### config.mk
export PLATFORM = sky130hd
export DESIGN_NAME = cipg_top
export DESIGN_NICKNAME = d
export VERILOG_FILES = /design/src/logic/cipg_pkg.sv /design/src/logic/cipg_top.sv /design/src/logic/cipg_sticky_flags.sv /design/src/logic/cipg_pulse_gen.sv
export SDC_FILE = /design/constraint.sdc
export NUM_CORES = 1
export LEC_CHECK = 0
export BUFFER_PORTS_ARGS = -buffer_cell sky130_fd_sc_hd__buf_2
export CORE_ASPECT_RATIO = 1.25
export CORE_MARGIN = 2
export CORE_UTILIZATION = 40
export CTS_CLUSTER_SIZE = 20
export DETAILED_ROUTE_END_ITERATION = 12
export SYNTH_ARGS = -nofsm -noshare
export SYNTH_HDL_FRONTEND = slang
export SYNTH_SLANG_ARGS = --single-unit
### constraint.sdc
create_clock -name i_clk -period 5 [get_ports i_clk]
set_input_delay 0.5 -clock i_clk [delete_from_list [all_inputs] [get_ports i_clk]]
set_output_delay 0.5 -clock i_clk [all_outputs]
set_load 0.005 [all_outputs]
### src/logic/cipg_pkg.sv
// Shared constants and types of the codec interrupt pulse generator.
// Assumes one 20 MHz core clock and a byte-wide register port.
package cipg_pkg;

  // Register offsets
  localparam logic [7:0] ADDR_DAC_STICKY = 8'h2c;
  localparam logic [7:0] ADDR_ADC_STICKY = 8'h2d;
  localparam logic [7:0] ADDR_DAC_LIVE   = 8'h2e;
  localparam logic [7:0] ADDR_ADC_FLAGS  = 8'h2f;
  localparam logic [7:0] ADDR_IRQ1_CTRL  = 8'h30;
  localparam logic [7:0] ADDR_IRQ2_CTRL  = 8'h31;
  localparam logic [7:0] ADDR_RSVD_A     = 8'h32;
  localparam logic [7:0] ADDR_RSVD_B     = 8'h34;

  // Interrupt control fields
  localparam int CTL_HS     = 7;
  localparam int CTL_BTN    = 6;
  localparam int CTL_COMP   = 5;
  localparam int CTL_NOISE  = 4;
  localparam int CTL_SHORT  = 3;
  localparam int CTL_OVF    = 2;
  localparam int CTL_DC     = 1;
  localparam int CTL_REPEAT = 0;

  // Flag register fields
  localparam int F_SHORT_L = 7;
  localparam int F_SHORT_R = 6;
  localparam int F_BTN     = 5;
  localparam int F_HS      = 4;
  localparam int F_COMP_L  = 3;
  localparam int F_COMP_R  = 2;
  localparam int F_NOISE   = 6;
  localparam int F_DC      = 2;

  // Writable bits and reset values
  localparam logic [7:0] ADC_FLAGS_WR_MASK = 8'ha3;
  localparam logic [7:0] IRQ1_WR_MASK      = 8'hff;
  localparam logic [7:0] IRQ2_WR_MASK      = 8'hfb;
  localparam logic [7:0] SRC_MASK          = 8'hfe;
  localparam logic [7:0] CTRL_RST          = 8'h00;
  localparam logic [7:0] ADC_FLAGS_RST     = 8'h00;
  localparam logic [7:0] RSVD_A_RST        = 8'h00;
  localparam logic [7:0] RSVD_B_RST        = 8'h00;

  // Timing
  localparam int unsigned CLK_HZ      = 20_000_000;
  localparam int unsigned T_PULSE_US  = 2000;
  localparam int unsigned T_PERIOD_US = 4000;
  localparam int unsigned PULSE_CYC   = T_PULSE_US * (CLK_HZ / 1_000_000);
  localparam int unsigned PERIOD_CYC  = T_PERIOD_US * (CLK_HZ / 1_000_000);
  localparam int          CNT_W       = 17;

  typedef struct packed {
    logic short_left;
    logic short_right;
    logic button;
    logic hs_present;
    logic comp_left;
    logic comp_right;
    logic auto_gain_noise;
    logic dac_overflow;
    logic dc_ready;
  } cipg_evt_t;

  typedef struct packed {
    logic [7:0] addr;
    logic       wr;
    logic       rd;
    logic [7:0] wdata;
  } cipg_reg_req_t;

  typedef enum logic [1:0] {PG_IDLE, PG_HIGH, PG_LOW} cipg_pg_state_t;

  typedef struct packed {
    cipg_pg_state_t   st;
    logic [CNT_W-1:0] cnt;
    logic             irq;
  } cipg_pg_t;

  typedef struct packed {
    logic [7:0] bits;
  } cipg_sticky_t;

  typedef struct packed {
    cipg_evt_t  prev;
    logic [7:0] ctrl1;
    logic [7:0] ctrl2;
    logic [7:0] adc_rw;
    logic [7:0] rsvd_a;
    logic [7:0] rsvd_b;
    logic [7:0] rdata;
    logic [1:0] seen1;
    logic [1:0] seen2;
  } cipg_top_t;

endpackage

### src/logic/cipg_top.sv
// Codec interrupt generation: flag registers, two interrupt controls, two pulse outputs.
// Assumes event inputs synchronous to i_clk and a one-cycle register read/write strobe.
`timescale 1ns/1ps
//
// Contract
// - ADC flag bit 6 shows gain-loop noise condition live.
// - First control bit 7 enables headset insertion events.
// - First control bit 6 enables button press events.
// - First control bit 5 enables compressor signal-power events.
// - First control bit 4 enables gain-loop noise events.
// - First control bit 3 enables short-circuit events.
// - First control bit 2 enables DAC overflow events.
// - First control bit 1 enables DC-measurement ready events.
// - First control bit 0 low: one 2 ms high pulse per event.
// - First bit 0 high: 2 ms pulses every 4 ms until 44, 45 read.
// - Second control enables same sources except DAC overflow (bit 2) for second output.
// - Second control bit 0 low: one 2 ms pulse per event.
// - Second bit 0 high: repeated pulses until 44, 45 read.
// - Sticky flags read-only, clear on read, set on recurrence.
// - Register 44 holds shorts, button, headset, compressor bits.
module cipg_top
  import cipg_pkg::*;
#(
  parameter int unsigned P_PULSE_CYC  = PULSE_CYC,
  parameter int unsigned P_PERIOD_CYC = PERIOD_CYC
) (
  input  wire logic          i_clk,
  input  wire logic          i_rst,
  input  wire cipg_evt_t     i_evt,
  input  wire cipg_reg_req_t i_reg,
  output logic [7:0]         o_reg_rdata,
  output logic               o_irq_out_first,
  output logic               o_irq_out_second
);

  cipg_top_t  s_q;
  cipg_top_t  s_d;
  cipg_evt_t  rise;
  logic       hs_change;
  logic [7:0] set_dac;
  logic [7:0] set_adc;
  logic [7:0] src;
  logic [7:0] flags_dac;
  logic [7:0] flags_adc;
  logic [7:0] live_dac;
  logic [7:0] adc_view;
  logic       rd_dac;
  logic       rd_adc;
  logic       trig1;
  logic       trig2;

  always_comb begin
    rise      = cipg_evt_t'(i_evt & ~s_q.prev);
    hs_change = i_evt.hs_present ^ s_q.prev.hs_present;
    rd_dac    = i_reg.rd && (i_reg.addr == ADDR_DAC_STICKY);
    rd_adc    = i_reg.rd && (i_reg.addr == ADDR_ADC_STICKY);

    set_dac            = 8'h00;
    set_dac[F_SHORT_L] = rise.short_left;
    set_dac[F_SHORT_R] = rise.short_right;
    set_dac[F_BTN]     = rise.button;
    set_dac[F_HS]      = hs_change;
    set_dac[F_COMP_L]  = rise.comp_left;
    set_dac[F_COMP_R]  = rise.comp_right;

    set_adc          = 8'h00;
    set_adc[F_NOISE] = rise.auto_gain_noise;
    set_adc[F_DC]    = rise.dc_ready;

    live_dac            = 8'h00;
    live_dac[F_SHORT_L] = i_evt.short_left;
    live_dac[F_SHORT_R] = i_evt.short_right;
    live_dac[F_BTN]     = i_evt.button;
    live_dac[F_HS]      = i_evt.hs_present;
    live_dac[F_COMP_L]  = i_evt.comp_left;
    live_dac[F_COMP_R]  = i_evt.comp_right;

    adc_view          = s_q.adc_rw & ADC_FLAGS_WR_MASK;
    adc_view[F_NOISE] = i_evt.auto_gain_noise;
    adc_view[F_DC]    = i_evt.dc_ready;

    src             = 8'h00;
    src[CTL_HS]     = hs_change;
    src[CTL_BTN]    = rise.button;
    src[CTL_COMP]   = rise.comp_left | rise.comp_right;
    src[CTL_NOISE]  = rise.auto_gain_noise;
    src[CTL_SHORT]  = rise.short_left | rise.short_right;
    src[CTL_OVF]    = rise.dac_overflow;
    src[CTL_DC]     = rise.dc_ready;

    trig1 = |(src & s_q.ctrl1 & SRC_MASK);
    trig2 = |(src & s_q.ctrl2 & IRQ2_WR_MASK & SRC_MASK);

    s_d      = s_q;
    s_d.prev = i_evt;

    if (i_reg.wr) begin
      unique case (i_reg.addr)
        ADDR_ADC_FLAGS: s_d.adc_rw = i_reg.wdata & ADC_FLAGS_WR_MASK;
        ADDR_IRQ1_CTRL: s_d.ctrl1  = i_reg.wdata & IRQ1_WR_MASK;
        ADDR_IRQ2_CTRL: s_d.ctrl2  = i_reg.wdata & IRQ2_WR_MASK;
        ADDR_RSVD_A:    s_d.rsvd_a = i_reg.wdata;
        ADDR_RSVD_B:    s_d.rsvd_b = i_reg.wdata;
        default:        s_d.rsvd_a = s_q.rsvd_a;
      endcase
    end

    // Read data is captured before the sticky bits clear on this edge
    if (i_reg.rd) begin
      unique case (i_reg.addr)
        ADDR_DAC_STICKY: s_d.rdata = flags_dac;
        ADDR_ADC_STICKY: s_d.rdata = flags_adc;
        ADDR_DAC_LIVE:   s_d.rdata = live_dac;
        ADDR_ADC_FLAGS:  s_d.rdata = adc_view;
        ADDR_IRQ1_CTRL:  s_d.rdata = s_q.ctrl1;
        ADDR_IRQ2_CTRL:  s_d.rdata = s_q.ctrl2;
        ADDR_RSVD_A:     s_d.rdata = s_q.rsvd_a;
        ADDR_RSVD_B:     s_d.rdata = s_q.rsvd_b;
        default:         s_d.rdata = 8'h00;
      endcase
    end

    s_d.seen1 = trig1 ? 2'b00 : (s_q.seen1 | {rd_adc, rd_dac});
    s_d.seen2 = trig2 ? 2'b00 : (s_q.seen2 | {rd_adc, rd_dac});
  end

  always_ff @(posedge i_clk or posedge i_rst) begin
    if (i_rst) begin
      s_q <= '{prev: '0, ctrl1: CTRL_RST, ctrl2: CTRL_RST, adc_rw: ADC_FLAGS_RST,
               rsvd_a: RSVD_A_RST, rsvd_b: RSVD_B_RST, rdata: 8'h00, seen1: 2'b00, seen2: 2'b00};
    end else begin
      s_q <= s_d;
    end
  end

  cipg_sticky_flags u_flags_dac (
    .i_clk   (i_clk),
    .i_rst   (i_rst),
    .i_set   (set_dac),
    .i_clear (rd_dac),
    .o_flags (flags_dac)
  );

  cipg_sticky_flags u_flags_adc (
    .i_clk   (i_clk),
    .i_rst   (i_rst),
    .i_set   (set_adc),
    .i_clear (rd_adc),
    .o_flags (flags_adc)
  );

  cipg_pulse_gen #(
    .P_PULSE_CYC  (P_PULSE_CYC),
    .P_PERIOD_CYC (P_PERIOD_CYC)
  ) u_pulse_first (
    .i_clk     (i_clk),
    .i_rst     (i_rst),
    .i_trigger (trig1),
    .i_repeat  (s_q.ctrl1[CTL_REPEAT]),
    .i_served  (&s_q.seen1),
    .o_irq     (o_irq_out_first)
  );

  cipg_pulse_gen #(
    .P_PULSE_CYC  (P_PULSE_CYC),
    .P_PERIOD_CYC (P_PERIOD_CYC)
  ) u_pulse_second (
    .i_clk     (i_clk),
    .i_rst     (i_rst),
    .i_trigger (trig2),
    .i_repeat  (s_q.ctrl2[CTL_REPEAT]),
    .i_served  (&s_q.seen2),
    .o_irq     (o_irq_out_second)
  );

  assign o_reg_rdata = s_q.rdata;

endmodule // cipg_top

### src/logic/cipg_sticky_flags.sv
// Eight sticky flag bits, cleared by a read of their register.
// Assumes i_set carries one-cycle event pulses.
`timescale 1ns/1ps
module cipg_sticky_flags
  import cipg_pkg::*;
(
  input  wire logic       i_clk,
  input  wire logic       i_rst,
  input  wire logic [7:0] i_set,
  input  wire logic       i_clear,
  output logic [7:0]      o_flags
);

  cipg_sticky_t s_q;
  cipg_sticky_t s_d;
  logic [7:0]   next_bits;

  genvar g;
  generate
    for (g = 0; g < 8; g++) begin : g_bit
      assign next_bits[g] = i_set[g] | (s_q.bits[g] & ~i_clear);
    end
  endgenerate

  always_comb begin
    s_d      = s_q;
    s_d.bits = next_bits;
  end

  always_ff @(posedge i_clk or posedge i_rst) begin
    if (i_rst) begin
      s_q <= '0;
    end else begin
      s_q <= s_d;
    end
  end

  assign o_flags = s_q.bits;

endmodule // cipg_sticky_flags

### src/logic/cipg_pulse_gen.sv
// Interrupt pulse sequencer: one pulse, or repeated pulses until serviced.
// Assumes i_trigger is a one-cycle pulse and i_served a level from the top.
`timescale 1ns/1ps
module cipg_pulse_gen
  import cipg_pkg::*;
#(
  parameter int unsigned P_PULSE_CYC  = PULSE_CYC,
  parameter int unsigned P_PERIOD_CYC = PERIOD_CYC
) (
  input  wire logic i_clk,
  input  wire logic i_rst,
  input  wire logic i_trigger,
  input  wire logic i_repeat,
  input  wire logic i_served,
  output logic      o_irq
);

  cipg_pg_t s_q;
  cipg_pg_t s_d;

  always_comb begin
    s_d = s_q;
    unique case (s_q.st)
      PG_IDLE: begin
        if (i_trigger) begin
          s_d.st  = PG_HIGH;
          s_d.cnt = '0;
        end
      end
      PG_HIGH: begin
        // Events during a pulse merge into it
        if (s_q.cnt == CNT_W'(P_PULSE_CYC - 1)) begin
          if (i_repeat && !i_served) begin
            s_d.st  = PG_LOW;
            s_d.cnt = s_q.cnt + 1'b1;
          end else begin
            s_d.st = PG_IDLE;
          end
        end else begin
          s_d.cnt = s_q.cnt + 1'b1;
        end
      end
      PG_LOW: begin
        if (i_served || !i_repeat) begin
          s_d.st = PG_IDLE;
        end else if (s_q.cnt == CNT_W'(P_PERIOD_CYC - 1)) begin
          s_d.st  = PG_HIGH;
          s_d.cnt = '0;
        end else begin
          s_d.cnt = s_q.cnt + 1'b1;
        end
      end
    endcase
    s_d.irq = (s_d.st == PG_HIGH);
  end

  always_ff @(posedge i_clk or posedge i_rst) begin
    if (i_rst) begin
      s_q <= '{st: PG_IDLE, cnt: '0, irq: 1'b0};
    end else begin
      s_q <= s_d;
    end
  end

  assign o_irq = s_q.irq;

endmodule // cipg_pulse_gen

* Yosys cells after proc, flatten, opt, wreduce, memory -nomap -nowiden
Index checks and enable logic that the tools add are counted.
** Word-level totals
- Input port bits :: 29
- Flip-flop bits (word level) :: 112
- Output and inout bits :: 10
- Word-level logic and storage cells :: 132
** Operators by class
- Eq/ne operators :: 24
- Bitwise logic cells :: 35
- Reduce and logical (&&, ||, !) cells :: 23
- Mux-type cells :: 23
- Add/subtract/negate cells :: 2
** Operators by type and width (number)
- $mux W17 :: 8
- $pmux W19 S3 :: 2
- $eq A8 B6 Y1 const B :: 8
- $pmux W8 S8 :: 1
- $mux W19 :: 2
- $add A17 B1 Y17 const B :: 2
- $eq A17 B16 Y1 const B :: 2
- $eq A17 B17 Y1 const B :: 2
- $mux W2 :: 10
- $and A1 B1 Y1 :: 16
- $and A8 B8 Y8 :: 2
- $reduce_and A2 Y1 :: 7
- $or A1 B1 Y1 :: 10
- $and A9 B9 Y9 :: 1
- $not A9 Y9 :: 1
- $eq A2 B1 Y1 const B :: 4
- $ne A2 B2 Y1 const B :: 4
- $reduce_or A7 Y1 :: 1
- $ne A3 B3 Y1 const B :: 2
- $reduce_and A3 Y1 :: 2
- $reduce_or A6 Y1 :: 1
- $eq A2 B2 Y1 const B :: 2
- $logic_and A1 B1 Y1 :: 4
- $logic_not A1 Y1 :: 4
- 5 further kinds :: 9

* Longest topological paths before layout
Gate-level depths: netlist (run 1).
- Depth after elaboration :: 8
- Gate-level depth with buffers :: 9
- Gate-level depth less buffers :: 7

* By module
Synthesis (run 1) repeated with hierarchy kept, for this count alone.
** Second synthesis, totals
- Cell total of the unflattened synthesis :: 525
- Area, all modules :: 5885.6 µm²
** By module, submodules not included
- cipg_top :: instances 1, cells an instance 217, area each 2802.7 µm², sequential area each 1401.3 µm²
- cipg_pulse_gen :: instances 2, cells an instance 136, area each 1273.7 µm², sequential area each 500.5 µm²
- cipg_sticky_flags :: instances 2, cells an instance 18, area each 267.8 µm², sequential area each 200.2 µm²

* Worst setup path after synthesis (run 1)
OpenSTA, ideal clock, no wires.
- Path kind :: in2reg
- From :: input port i_reg[17] (netlist name)
- To :: register s_q[20] (netlist name)
- Data arrival time :: 2.085 ns
- Setup time :: 0.125 ns
- Buffers on the path :: 1
- Cell stages on the path :: 6
- Setup slack :: 2.790 ns
- Data required time :: 4.875 ns
- Cells stage by stage :: or3b_1 > or3_1 > nor2_2 > and3_1 > buf_2 > mux2_2
** On the way
- Longest elaborated chain between the ends :: 2
** Ends and longest elaborated chain
- start, declared :: RTL line cipg_top.sv:30 : input wire cipg_reg_req_t i_reg,
- $eq A8 B6 Y1 :: RTL line cipg_top.sv:98 : unique case (i_reg.addr)
- $reduce_and A2 Y1 (no line)
- end signal, assigned :: RTL line cipg_top.sv:129 : s_q <= '{prev: '0, ctrl1: CTRL_RST, ctrl2: CTRL_RST, adc_rw: ADC_FLAGS_RST,
- end, declared :: RTL line cipg_top.sv:36 : cipg_top_t s_q;
No other way between the ends.
A chain may end at the register's enable or synchronous reset.

* Final worst setup path (run 1)
- From :: register u_pulse_first.s_q[9] (netlist name)
- To :: register u_pulse_first.s_q[6] (netlist name)
** On the way
- Longest elaborated chain between the ends :: 4
- Elaborated cells on any way between the ends :: 8
- Those cells by class :: eq/ne (3); mux (4); reduce/logical (1)
** Ends and longest elaborated chain
- start, declared :: RTL line cipg_pulse_gen.sv:18 : cipg_pg_t s_q;
- start signal, assigned :: RTL line cipg_pulse_gen.sv:59 : s_q <= '{st: PG_IDLE, cnt: '0, irq: 1'b0};
- $eq A17 B17 Y1 :: RTL line cipg_pulse_gen.sv:46 : end else if (s_q.cnt == CNT_W'(P_PERIOD_CYC - 1)) begin
- $mux W17 :: RTL line cipg_pulse_gen.sv:46
- $mux W17 :: RTL line cipg_pulse_gen.sv:44 : if (i_served || !i_repeat) begin
- $pmux W19 S3 :: RTL line cipg_pulse_gen.sv:23 : unique case (s_q.st)
Parallel ways exist; a longest one is shown, timed or not. The select of a mux whose other input is x is not followed.

==> results of run 1 <==
-- metrics by stage --
step                instance area, um^2  power (uW)  utilization [%]  std cells
floorplan                          5750        1280                -        530
global placement                   5990        1340             42.1        721
detailed placement                 5990        1360             42.1        721
CTS                                6270        2050             44.1        737
global route                       6270        2140             44.1        737
finish                             6270        2030             44.1        737
-- final cells by class --
class                           instances  area (um^2)  share of cell area [%]
Multi-Input combinational cell        374         2690                    42.8
Tap cell                              178          223                    3.55
Inverter                               16         62.6                   0.998
Clock buffer                           10          229                    3.65
Sequential cell                       112         2800                    44.7
Timing Repair Buffer                   41          213                    3.39
Clock inverter                          6         53.8                   0.858
-- worst max-delay path, delay by kind of cell (launching register included) --
family	cells	cell delay [ns]
AO/OA/AOI/OAI	2	0.69
AND/OR/NAND/NOR	3	1.52
flip-flops	1	0.42
-- kinds of logic after synthesis --
| group | count (synthesis) | synth area share, % |
|---|---|---|
| and+or+nand+nor | 169 | 16.5 |
| muxes | 53 | 11.0 |
| adders and majority gates | 8 | 1.74 |
| xor gates and xnor gates | 1 | 0.152 |
| AOI/OAI and AO/OA | 143 | 17.4 |
| DFF | 112 | 48.8 |
| buffers and inverters | 44 | 4.48 |
-- layout by cell type, fill, tap and decap left out, types with 3 or more instances in the layout --
cell type and n:
dfrtp_1 112, mux2_2 42, buf_2 38, o21ai_0 37, nand2_1 35, nor2_1 29
nand3_1 20, o31ai_1 19, inv_1 15, nor2b_1 14, and2_1 14, and3_1 11
a21oi_1 11, clkbuf_16 9, nand4_1 8, o21a_1 8, a21o_1 8, ha_1 8
o41ai_1 7, mux2i_1 7, a221oi_1 6, o21ai_1 6, o22ai_1 6, a31oi_1 5
nand3b_1 5, o31ai_2 4, nor3_1 4, a41oi_1 4, mux4_2 4, nor4bb_1 3
nand2b_1 3, a22o_1 3, clkinv_4 3, buf_4 3
-- registers in the layout, indices dropped and copies added (netlist names) --
| signal | count |
|---|---|
| adc_view | 4 |
| o_reg_rdata | 8 |
| s_q | 44 |
| u_flags_adc.o_flags | 8 |
| u_flags_dac.o_flags | 8 |
| u_pulse_first.o_irq | 1 |
| u_pulse_first.s_q | 19 |
| u_pulse_second.o_irq | 1 |
| u_pulse_second.s_q | 19 |
-- layer usage --
layer	up-vias	routed length, um	part of all wire (%)
met2	117	6920	51
met1	2120	5530	41
li1	2023	-	-
met4	0	510	3.8
met3	23	487	3.6
met5	-	0	0
-- power by group --
part,total [uW],switching [uW],internal [uW]
sequential,983,32.9,950
combinational,353,222,130
clock,695,348,347
-- worst max-delay path by stage --
stage	end	slack [ns]	depth (start not counted)
final	u_pulse_first.s_q[6]	2.23	5
after global routing	u_pulse_second.s_q[3]	1.99	6
after CTS	u_pulse_first.s_q[16]	2.22	5
after detailed placement	u_pulse_second.s_q[3]	2.19	7
after global placement	u_pulse_second.s_q[3]	2.28	7
after floorplan	adc_view[0]	1.54	1
==> impl_metrics.py, run 1 <==
metrics = {
    "outcome": {
        "status": "completed",
    },
    "critical_path": {
        "reg2reg_depth": 5,
        "critPathMaxStageDelay_ns": 0.58,
        "cp_slowest_cell": "or4b_1",
        "arrival_ns": 2.98,
        "worstSetupStartpoint": "u_pulse_first.s_q[9]",
        "endpoint_kind": "flip-flop",
        "reg2reg_from": "u_pulse_first.s_q[9]",
        "reg2reg_to": "u_pulse_first.s_q[6]",
        "cp_max_fo": 18,
        "required_ns": 5.21,
        "path_cells": "or4b_1 -> nor4_2 -> a21bo_1 -> or2_1 -> o41ai_1",
        "critPathKind": "flip-flop to flip-flop",
        "critPathLaunchType": "flip-flop",
        "r2r_slack_ns": 2.23,
    },
    "sta": {
        "period_share_pct": 55.4,
        "whs_ns": 0.268,
        "relSlewSlack_pct": 19.3,
        "setup_ws_ns": 2.23,
        "rsz0062_at_grt": "no",
        "worstMarginPinSlew_ns": 1.20,
        "drv_slew": 0,
        "fin_crit_ns": 2.77,
        "hold_violations": 0,
        "skew_ns": 0.00861,
        "max_freq_ghz": 0.361,
        "setup_viol": 0,
        "fin_setup_tns_ns": 0,
    },
    "cts": {
        "numCtsBuffers": 9,
        "cts_setup_buffers": 0,
        "clkSinkCount": 112,
        "clk_latency_ns": 0.35,
        "clk_pin_slew_ns": 0.08,
        "cts_hold_buf": 0,
        "cts_tree": "done",
        "root_buffer": "clkbuf_16",
        "htreeDepth": 3,
        "post_cts_resized": 0,
        "cts_buffer_depth": 2,
    },
    "min_path": {
        "min_from": "i_evt[1]",
        "worstHoldPathCells": 1,
        "hold_end": "s_q[53]",
        "hold_class": "input port to flip-flop",
    },
    "floorplan": {
        "die_width_um": 111,
        "ios": 39,
        "core_um2": 14200,
        "rows": 49,
        "die_h_um": 138,
        "die_area_um2": 15300,
        "start_util_pct": 40.4,
    },
    "detailed_routing": {
        "ant_nets": 0,
        "firstDrtPassIters": 5,
        "viasPerCell": 5.81,
        "drt_iter0_markers": 243,
        "drcViolationCount": 0,
        "num_vias": 4283,
        "routedWlPerCell_um": 18.2,
        "drt-total-wl_mm": 13.4,
    },
    "logic_synthesis": {
        "avgSynthCellArea_um2": 10.8,
        "yosys.area.top_type_share_pct": 48.8,
        "yosysTopAreaCell": "dfrtp_1",
        "ys_seq_area_share_pct": 48.8,
        "ys_top_cells_by_count": "dfrtp_1 (112), mux2_2 (42), o21ai_0 (37)",
        "async_reset_ff_share_pct": 100,
        "synth.most_common_cell": "dfrtp_1",
        "syn_nets": 567,
        "yosysUniqueCellTypes": 71,
        "syn_inst": 530,
        "synthTopCellsByArea": "dfrtp_1 (49%), mux2_2 (8.2%), o21ai_0 (3.2%)",
        "synth_edf_count": 0,
        "ys_ff_latch": 112,
        "synth_flop_cell": "dfrtp_1",
        "yosys_warnings": 0,
        "syn_area_um2": 5750,
    },
    "power": {
        "power.density_nw_per_um2": 324,
        "leakage_uw": 0.00269,
        "vdd_drop_max_v": 0.000153,
    },
    "global_routing": {
        "antenna_found_initial": 0,
        "grt_pass1_vias": 4462,
        "grt_use_met2_pct": 31.3,
        "use_met1_pct": 22.9,
        "grt_max_degree": 67,
        "grt_overflow": 0,
        "met3_usage_pct": 2.98,
        "grt_pass1_wl_mm": 22.8,
        "top_usage_layer": "met2",
        "grt_usage_pct": 18.3,
    },
    "cells_and_area": {
        "area_delta_synth_final_pct": 9.10,
        "diodes": 0,
        "fillers": 1360,
        "fin_nets": 591,
        "drive_gt1_share_pct": 20.9,
    },
    "flow_run": {
        "maxCapViolCount": 0,
    },
    "placement": {
        "place_ws_ns": 2.19,
        "port_buffers": 38,
        "hpwlAfterDp_mm": 9.53,
        "place.gp.congestion": 0.814,
    },
}
No activity file was read; power rests on OpenSTA's default activity.
==> run 2, diff against run 1 <==
==> constraint.sdc (replaced) <==
create_clock -name i_clk -period 2.5 [get_ports i_clk]
set_input_delay 0.25 -clock i_clk [delete_from_list [all_inputs] [get_ports i_clk]]
set_output_delay 0.25 -clock i_clk [all_outputs]
set_load 0.005 [all_outputs]
==> impl_metrics.py, run 2 (synthesis results as in run 1) <==
metrics = {
    "outcome": {
        "status": "completed",
    },
    "cells_and_area": {
        "fin_nets": 598,
        "top_regs": "s_q x44, u_pulse_first.s_q x19, u_pulse_second.s_q x19",
        "multiInputGateArea_um2": 2690,
        "area_delta_synth_final_pct": 10.6,
        "seqCellArea_um2": 2800,
        "diodes": 0,
        "largest_register": "s_q",
        "final_common_cell": "dfrtp_1",
        "fillers": 1372,
        "drive_gt1_share_pct": 21.9,
        "largest_register_ffs": 44,
        "layout_common_cells": "dfrtp_1 (112), mux2_2 (42), buf_2 (38)",
    },
    "cts": {
        "clkSinkCount": 112,
        "cts_tree": "done",
        "clk_pin_slew_ns": 0.08,
        "clk_latency_ns": 0.35,
        "cts_hold_buf": 0,
        "htreeDepth": 3,
        "post_cts_resized": 0,
        "cts_buffer_depth": 2,
        "cts_setup_buffers": 0,
        "numCtsBuffers": 9,
        "root_buffer": "clkbuf_16",
    },
    "critical_path": {
        "critPathKind": "flip-flop to flip-flop",
        "critPathMaxStageDelay_ns": 0.50,
        "required_ns": 2.77,
        "critical_path_buf_inv_count": 2,
        "arrival_ns": 2.57,
        "cp_max_fo": 10,
        "critPathLaunchType": "flip-flop",
        "endpoint_kind": "flip-flop",
        "path_cells": "inv_1 -> ha_1 -> o21a_1 -> a21bo_1 -> buf_4 -> or4_1 -> o221ai_1",
        "cp_slowest_cell": "or4_1",
        "critPathTopFamily": "compound AO/OA/AOI/OAI gates",
    },
    "detailed_routing": {
        "viasPerCell": 5.78,
        "drt-total-wl_mm": 13.6,
        "drt_iter0_markers": 253,
        "wl_met2_mm": 7.30,
        "routedWlPerCell_um": 18.3,
        "route.met3.wl_um": 362,
        "num_vias": 4294,
        "drt-met1-wl_mm": 5.69,
        "firstDrtPassIters": 5,
        "highest_layer": "met4",
        "ant_nets": 0,
        "drcViolationCount": 0,
    },
    "sta": {
        "fin_crit_ns": 2.30,
        "relSlewSlack_pct": 21.7,
        "setup_viol": 0,
        "fin_setup_tns_ns": 0,
        "skew_ns": 0.0141,
        "drv_slew": 0,
        "hold_violations": 0,
        "max_freq_ghz": 0.435,
        "worstMarginPinSlew_ns": 1.16,
        "rsz0062_at_grt": "no",
        "period_share_pct": 92.0,
    },
    "floorplan": {
        "core_um2": 14200,
        "start_util_pct": 40.4,
        "die_area_um2": 15300,
        "rows": 49,
        "ios": 39,
        "die_width_um": 111,
        "die_h_um": 138,
    },
    "placement": {
        "hpwlAfterDp_mm": 9.68,
        "port_buffers": 38,
        "place.gp.congestion": 0.816,
    },
    "power": {
        "leakage_uw": 0.00273,
        "power.density_nw_per_um2": 661,
        "vdd_drop_max_v": 0.000358,
        "power_uw": 4200,
    },
    "global_routing": {
        "grt_usage_pct": 18.3,
        "grt_pass1_vias": 4364,
        "grt_pass1_wl_mm": 22.7,
        "grt_max_degree": 113,
        "grt_overflow": 0,
        "antenna_found_initial": 0,
    },
    "min_path": {
        "hold_class": "input port to flip-flop",
    },
    "flow_run": {
        "maxCapViolCount": 0,
    },
}
==> run 2: path summary, 6_finish.rpt <==
kind	slack (ns)	endpoint	from	cells after the start
max in group asynchronous	1.96	u_pulse_first.s_q[12]	i_rst	3
hold reg to reg	0.48	u_flags_adc.o_flags[2]	s_q[52]	1
setup reg to reg	0.20	u_pulse_first.s_q[10]	u_pulse_first.s_q[19]	7
hold / removal	0.02	s_q[53]	i_evt[1]	1
min in group asynchronous	0.07	u_pulse_first.s_q[11]	i_rst	3
setup / recovery	0.20	u_pulse_first.s_q[10]	u_pulse_first.s_q[19]	7
==> run 2: worst reg2reg max path: stages, from the launching register on <==
cell,delay [ns]
dfrtp_1,0.42
inv_1,0.09
ha_1,0.38
o21a_1,0.16
a21bo_1,0.30
buf_4,0.21
or4_1,0.50
o221ai_1,0.17
==> run 2: final cells by class <==
cell class / instances / share of cell area (%)
inverters: 16 / 1.00
repair buffers: 48 / 4.37
clock inverters: 6 / 1.22
multi-input cells: 374 / 42.3
clock buffers: 9 / 3.54
flip-flops and latches: 112 / 44.1
well taps: 178 / 3.50
==> run 2: where the power goes <==
| group | switching (uW) | internal (uW) |
|---|---|---|
| clock | 689 | 792 |
| sequential | 64.8 | 1900 |
| combinational | 466 | 288 |
| total | 1220 | 2980 |
==> run 2: through the flow <==
| step | setup WS, ns | util [%] | hold slack, ns | area (um^2) | std cells |
|---|---|---|---|---|---|
| floorplan | 0.490 | - | 0.281 | 5750 | 530 |
| global placement | 0.254 | 42.6 | 0.378 | 6050 | 728 |
| detailed placement | 0.186 | 42.6 | 0.380 | 6050 | 728 |
| CTS | 0.183 | 44.7 | 0.0132 | 6360 | 743 |
| global route | 0.0511 | 44.7 | 0.0143 | 6360 | 743 |
| finish | 0.199 | 44.7 | 0.0218 | 6360 | 743 |
==> run 2: metal layers <==
metal,vias up,GRT usage (%)
met3,17,2.50
li1,2035,-
met2,87,33.1
met4,0,6.50
met1,2155,22.3
met5,-,0
==> run 3, diff against run 2 <==
==> constraint.sdc (replaced) <==
create_clock -name i_clk -period 2.5 [get_ports i_clk]
set_input_delay 0.5 -clock i_clk [delete_from_list [all_inputs] [get_ports i_clk]]
set_output_delay 0.5 -clock i_clk [all_outputs]
set_load 0.005 [all_outputs]
==> impl_metrics.py, run 3 (synthesis results as in run 1) <==
metrics = {
    "cts": {
        "htreeDepth": 3,
        "clk_latency_ns": 0.35,
        "post_cts_resized": 0,
        "clkSinkCount": 112,
        "cts_hold_buf": 0,
        "root_buffer": "clkbuf_16",
        "clk_pin_slew_ns": 0.08,
        "numCtsBuffers": 9,
        "cts_tree": "done",
        "cts_setup_buffers": 0,
        "cts_buffer_depth": 2,
    },
    "sta": {
        "period_share_pct": 93.7,
        "hold_violations": 0,
        "drv_slew": 0,
        "rsz0062_at_grt": "no",
        "max_freq_ghz": 0.427,
        "fin_crit_ns": 2.34,
        "relSlewSlack_pct": 44.5,
        "worstMarginPinSlew_ns": 0.826,
        "whs_ns": 0.270,
        "setup_viol": 0,
        "setup_ws_ns": 0.156,
        "skew_ns": 0.0125,
        "fin_setup_tns_ns": 0,
    },
    "min_path": {
        "worstHoldPathCells": 1,
        "hold_class": "input port to flip-flop",
        "hold_end": "s_q[53]",
        "min_from": "i_evt[1]",
    },
    "power": {
        "comb_power_share_pct": 18.5,
        "p_switching_uw": 1200,
        "pwr-share-clk_pct": 34.7,
        "vdd_drop_max_v": 0.000297,
        "p_int_uw": 2990,
        "seq_power_share_pct": 46.9,
        "leakage_uw": 0.00278,
        "power.density_nw_per_um2": 652,
        "p_sw_share_pct": 28.6,
    },
    "global_routing": {
        "use_met1_pct": 21.5,
        "grt_usage_pct": 18.1,
        "grt_pass1_vias": 4391,
        "antenna_found_initial": 0,
        "grt_pass1_wl_mm": 22.3,
        "grt_overflow": 0,
        "top_usage_layer": "met2",
        "met3_usage_pct": 1.97,
        "grt_max_degree": 113,
        "grt_use_met2_pct": 33.2,
    },
    "critical_path": {
        "critPathKind": "flip-flop to flip-flop",
        "critPathMaxStageDelay_ns": 0.43,
        "required_ns": 2.73,
        "cp_max_fo": 14,
        "critPathLaunchType": "flip-flop",
        "cp_slowest_cell": "dfrtp_1",
        "reg2reg_depth": 8,
        "r2r_slack_ns": 0.16,
        "arrival_ns": 2.57,
        "reg2reg_from": "u_pulse_first.s_q[1]",
        "path_cells": "ha_1 -> nand3_1 -> nor3_1 -> a41oi_1 -> o2bb2ai_1 -> or2_1 -> buf_4 -> o41ai_1",
        "endpoint_kind": "flip-flop",
        "reg2reg_to": "u_pulse_first.s_q[15]",
    },
    "flow_run": {
        "maxCapViolCount": 0,
    },
    "cells_and_area": {
        "top_regs": "s_q x44, u_pulse_first.s_q x19, u_pulse_second.s_q x19",
        "layout_common_cells": "dfrtp_1 (112), mux2_2 (42), buf_2 (38)",
        "largest_register_ffs": 44,
        "largest_register": "s_q",
        "fin_nets": 607,
        "final_cells": 752,
        "drive_gt1_share_pct": 23.3,
        "final_common_cell": "dfrtp_1",
        "diodes": 0,
        "fillers": 1366,
        "area_delta_synth_final_pct": 11.9,
    },
    "floorplan": {
        "rows": 49,
        "core_um2": 14200,
        "start_util_pct": 40.4,
        "die_h_um": 138,
        "die_width_um": 111,
        "ios": 39,
        "die_area_um2": 15300,
    },
    "placement": {
        "port_buffers": 38,
        "hpwlAfterDp_mm": 9.80,
        "dp_cells": 737,
        "place_ws_ns": 0.0866,
        "place.gp.congestion": 0.854,
    },
    "detailed_routing": {
        "num_vias": 4341,
        "drt_iter0_markers": 270,
        "viasPerCell": 5.77,
        "routedWlPerCell_um": 18.3,
        "firstDrtPassIters": 4,
        "drcViolationCount": 0,
        "drt-total-wl_mm": 13.8,
        "ant_nets": 0,
    },
    "outcome": {
        "status": "completed",
    },
}
[run 3: cell types whose count changed in the layout (fill, tap and decap cells not counted), sizes merged]
| cell | delta |
|---|---|
| buf | +9 |
| clkinvlp | +1 |
| inv | -1 |
[run 3: how the worst max path moves through the flow]
| stage | start | to | depth (start not counted) |
|---|---|---|---|
| floorplan | i_reg[17] | s_q[20] | 6 |
| global placement | i_reg[17] | s_q[21] | 6 |
| detailed placement | u_pulse_first.s_q[9] | u_pulse_first.s_q[15] | 6 |
| CTS | u_pulse_first.s_q[9] | u_pulse_first.s_q[15] | 6 |
| global route | u_pulse_first.s_q[1] | u_pulse_first.s_q[15] | 8 |
| finish | u_pulse_first.s_q[1] | u_pulse_first.s_q[15] | 8 |
[run 3: power by group through the flow]
stage	logic, uW	registers [uW]	clock network (uW)
floorplan	576	1980	0
global placement	756	2000	0
detailed placement	771	2000	0
CTS	773	1960	1500
global route	872	1970	1540
finish	775	1970	1460
[run 3: routing by layer]
layer  part of all wire (%)  wire, um  vias up
met4                    2.7       368        0
met2                     54      7420       90
met5                      0         0        -
li1                       -         -     2049
met1                     40      5560     2184
met3                    3.0       409       18
[run 3: final cells by class]
type                            instances  area [um^2]  area share [%]
Sequential cell                       112         2800            43.6
Clock inverter                          6         67.6            1.05
Inverter                               16         63.8           0.992
Tap cell                              178          223            3.46
Clock buffer                            9          225            3.50
Multi-Input combinational cell        374         2690            41.9
Timing Repair Buffer                   57          358            5.56
[run 3: metrics by stage]
step | utilization, % | instance area [um^2] | power (uW)
after floorplan | - | 5750 | 2560
after global placement | 43.1 | 6130 | 2750
after detailed placement | 43.1 | 6130 | 2770
after CTS | 45.2 | 6430 | 4240
after global routing | 45.2 | 6430 | 4390
final | 45.2 | 6430 | 4200
[run 3: critical path, delay by kind of cell (launching register included)]
family / cells / cell delay, ns
AOI/OAI and AO/OA: 3 / 0.73
and+or+nand+nor: 3 / 0.59
DFF: 1 / 0.43
adders and majority gates: 1 / 0.26
buffers and inverters: 1 / 0.20
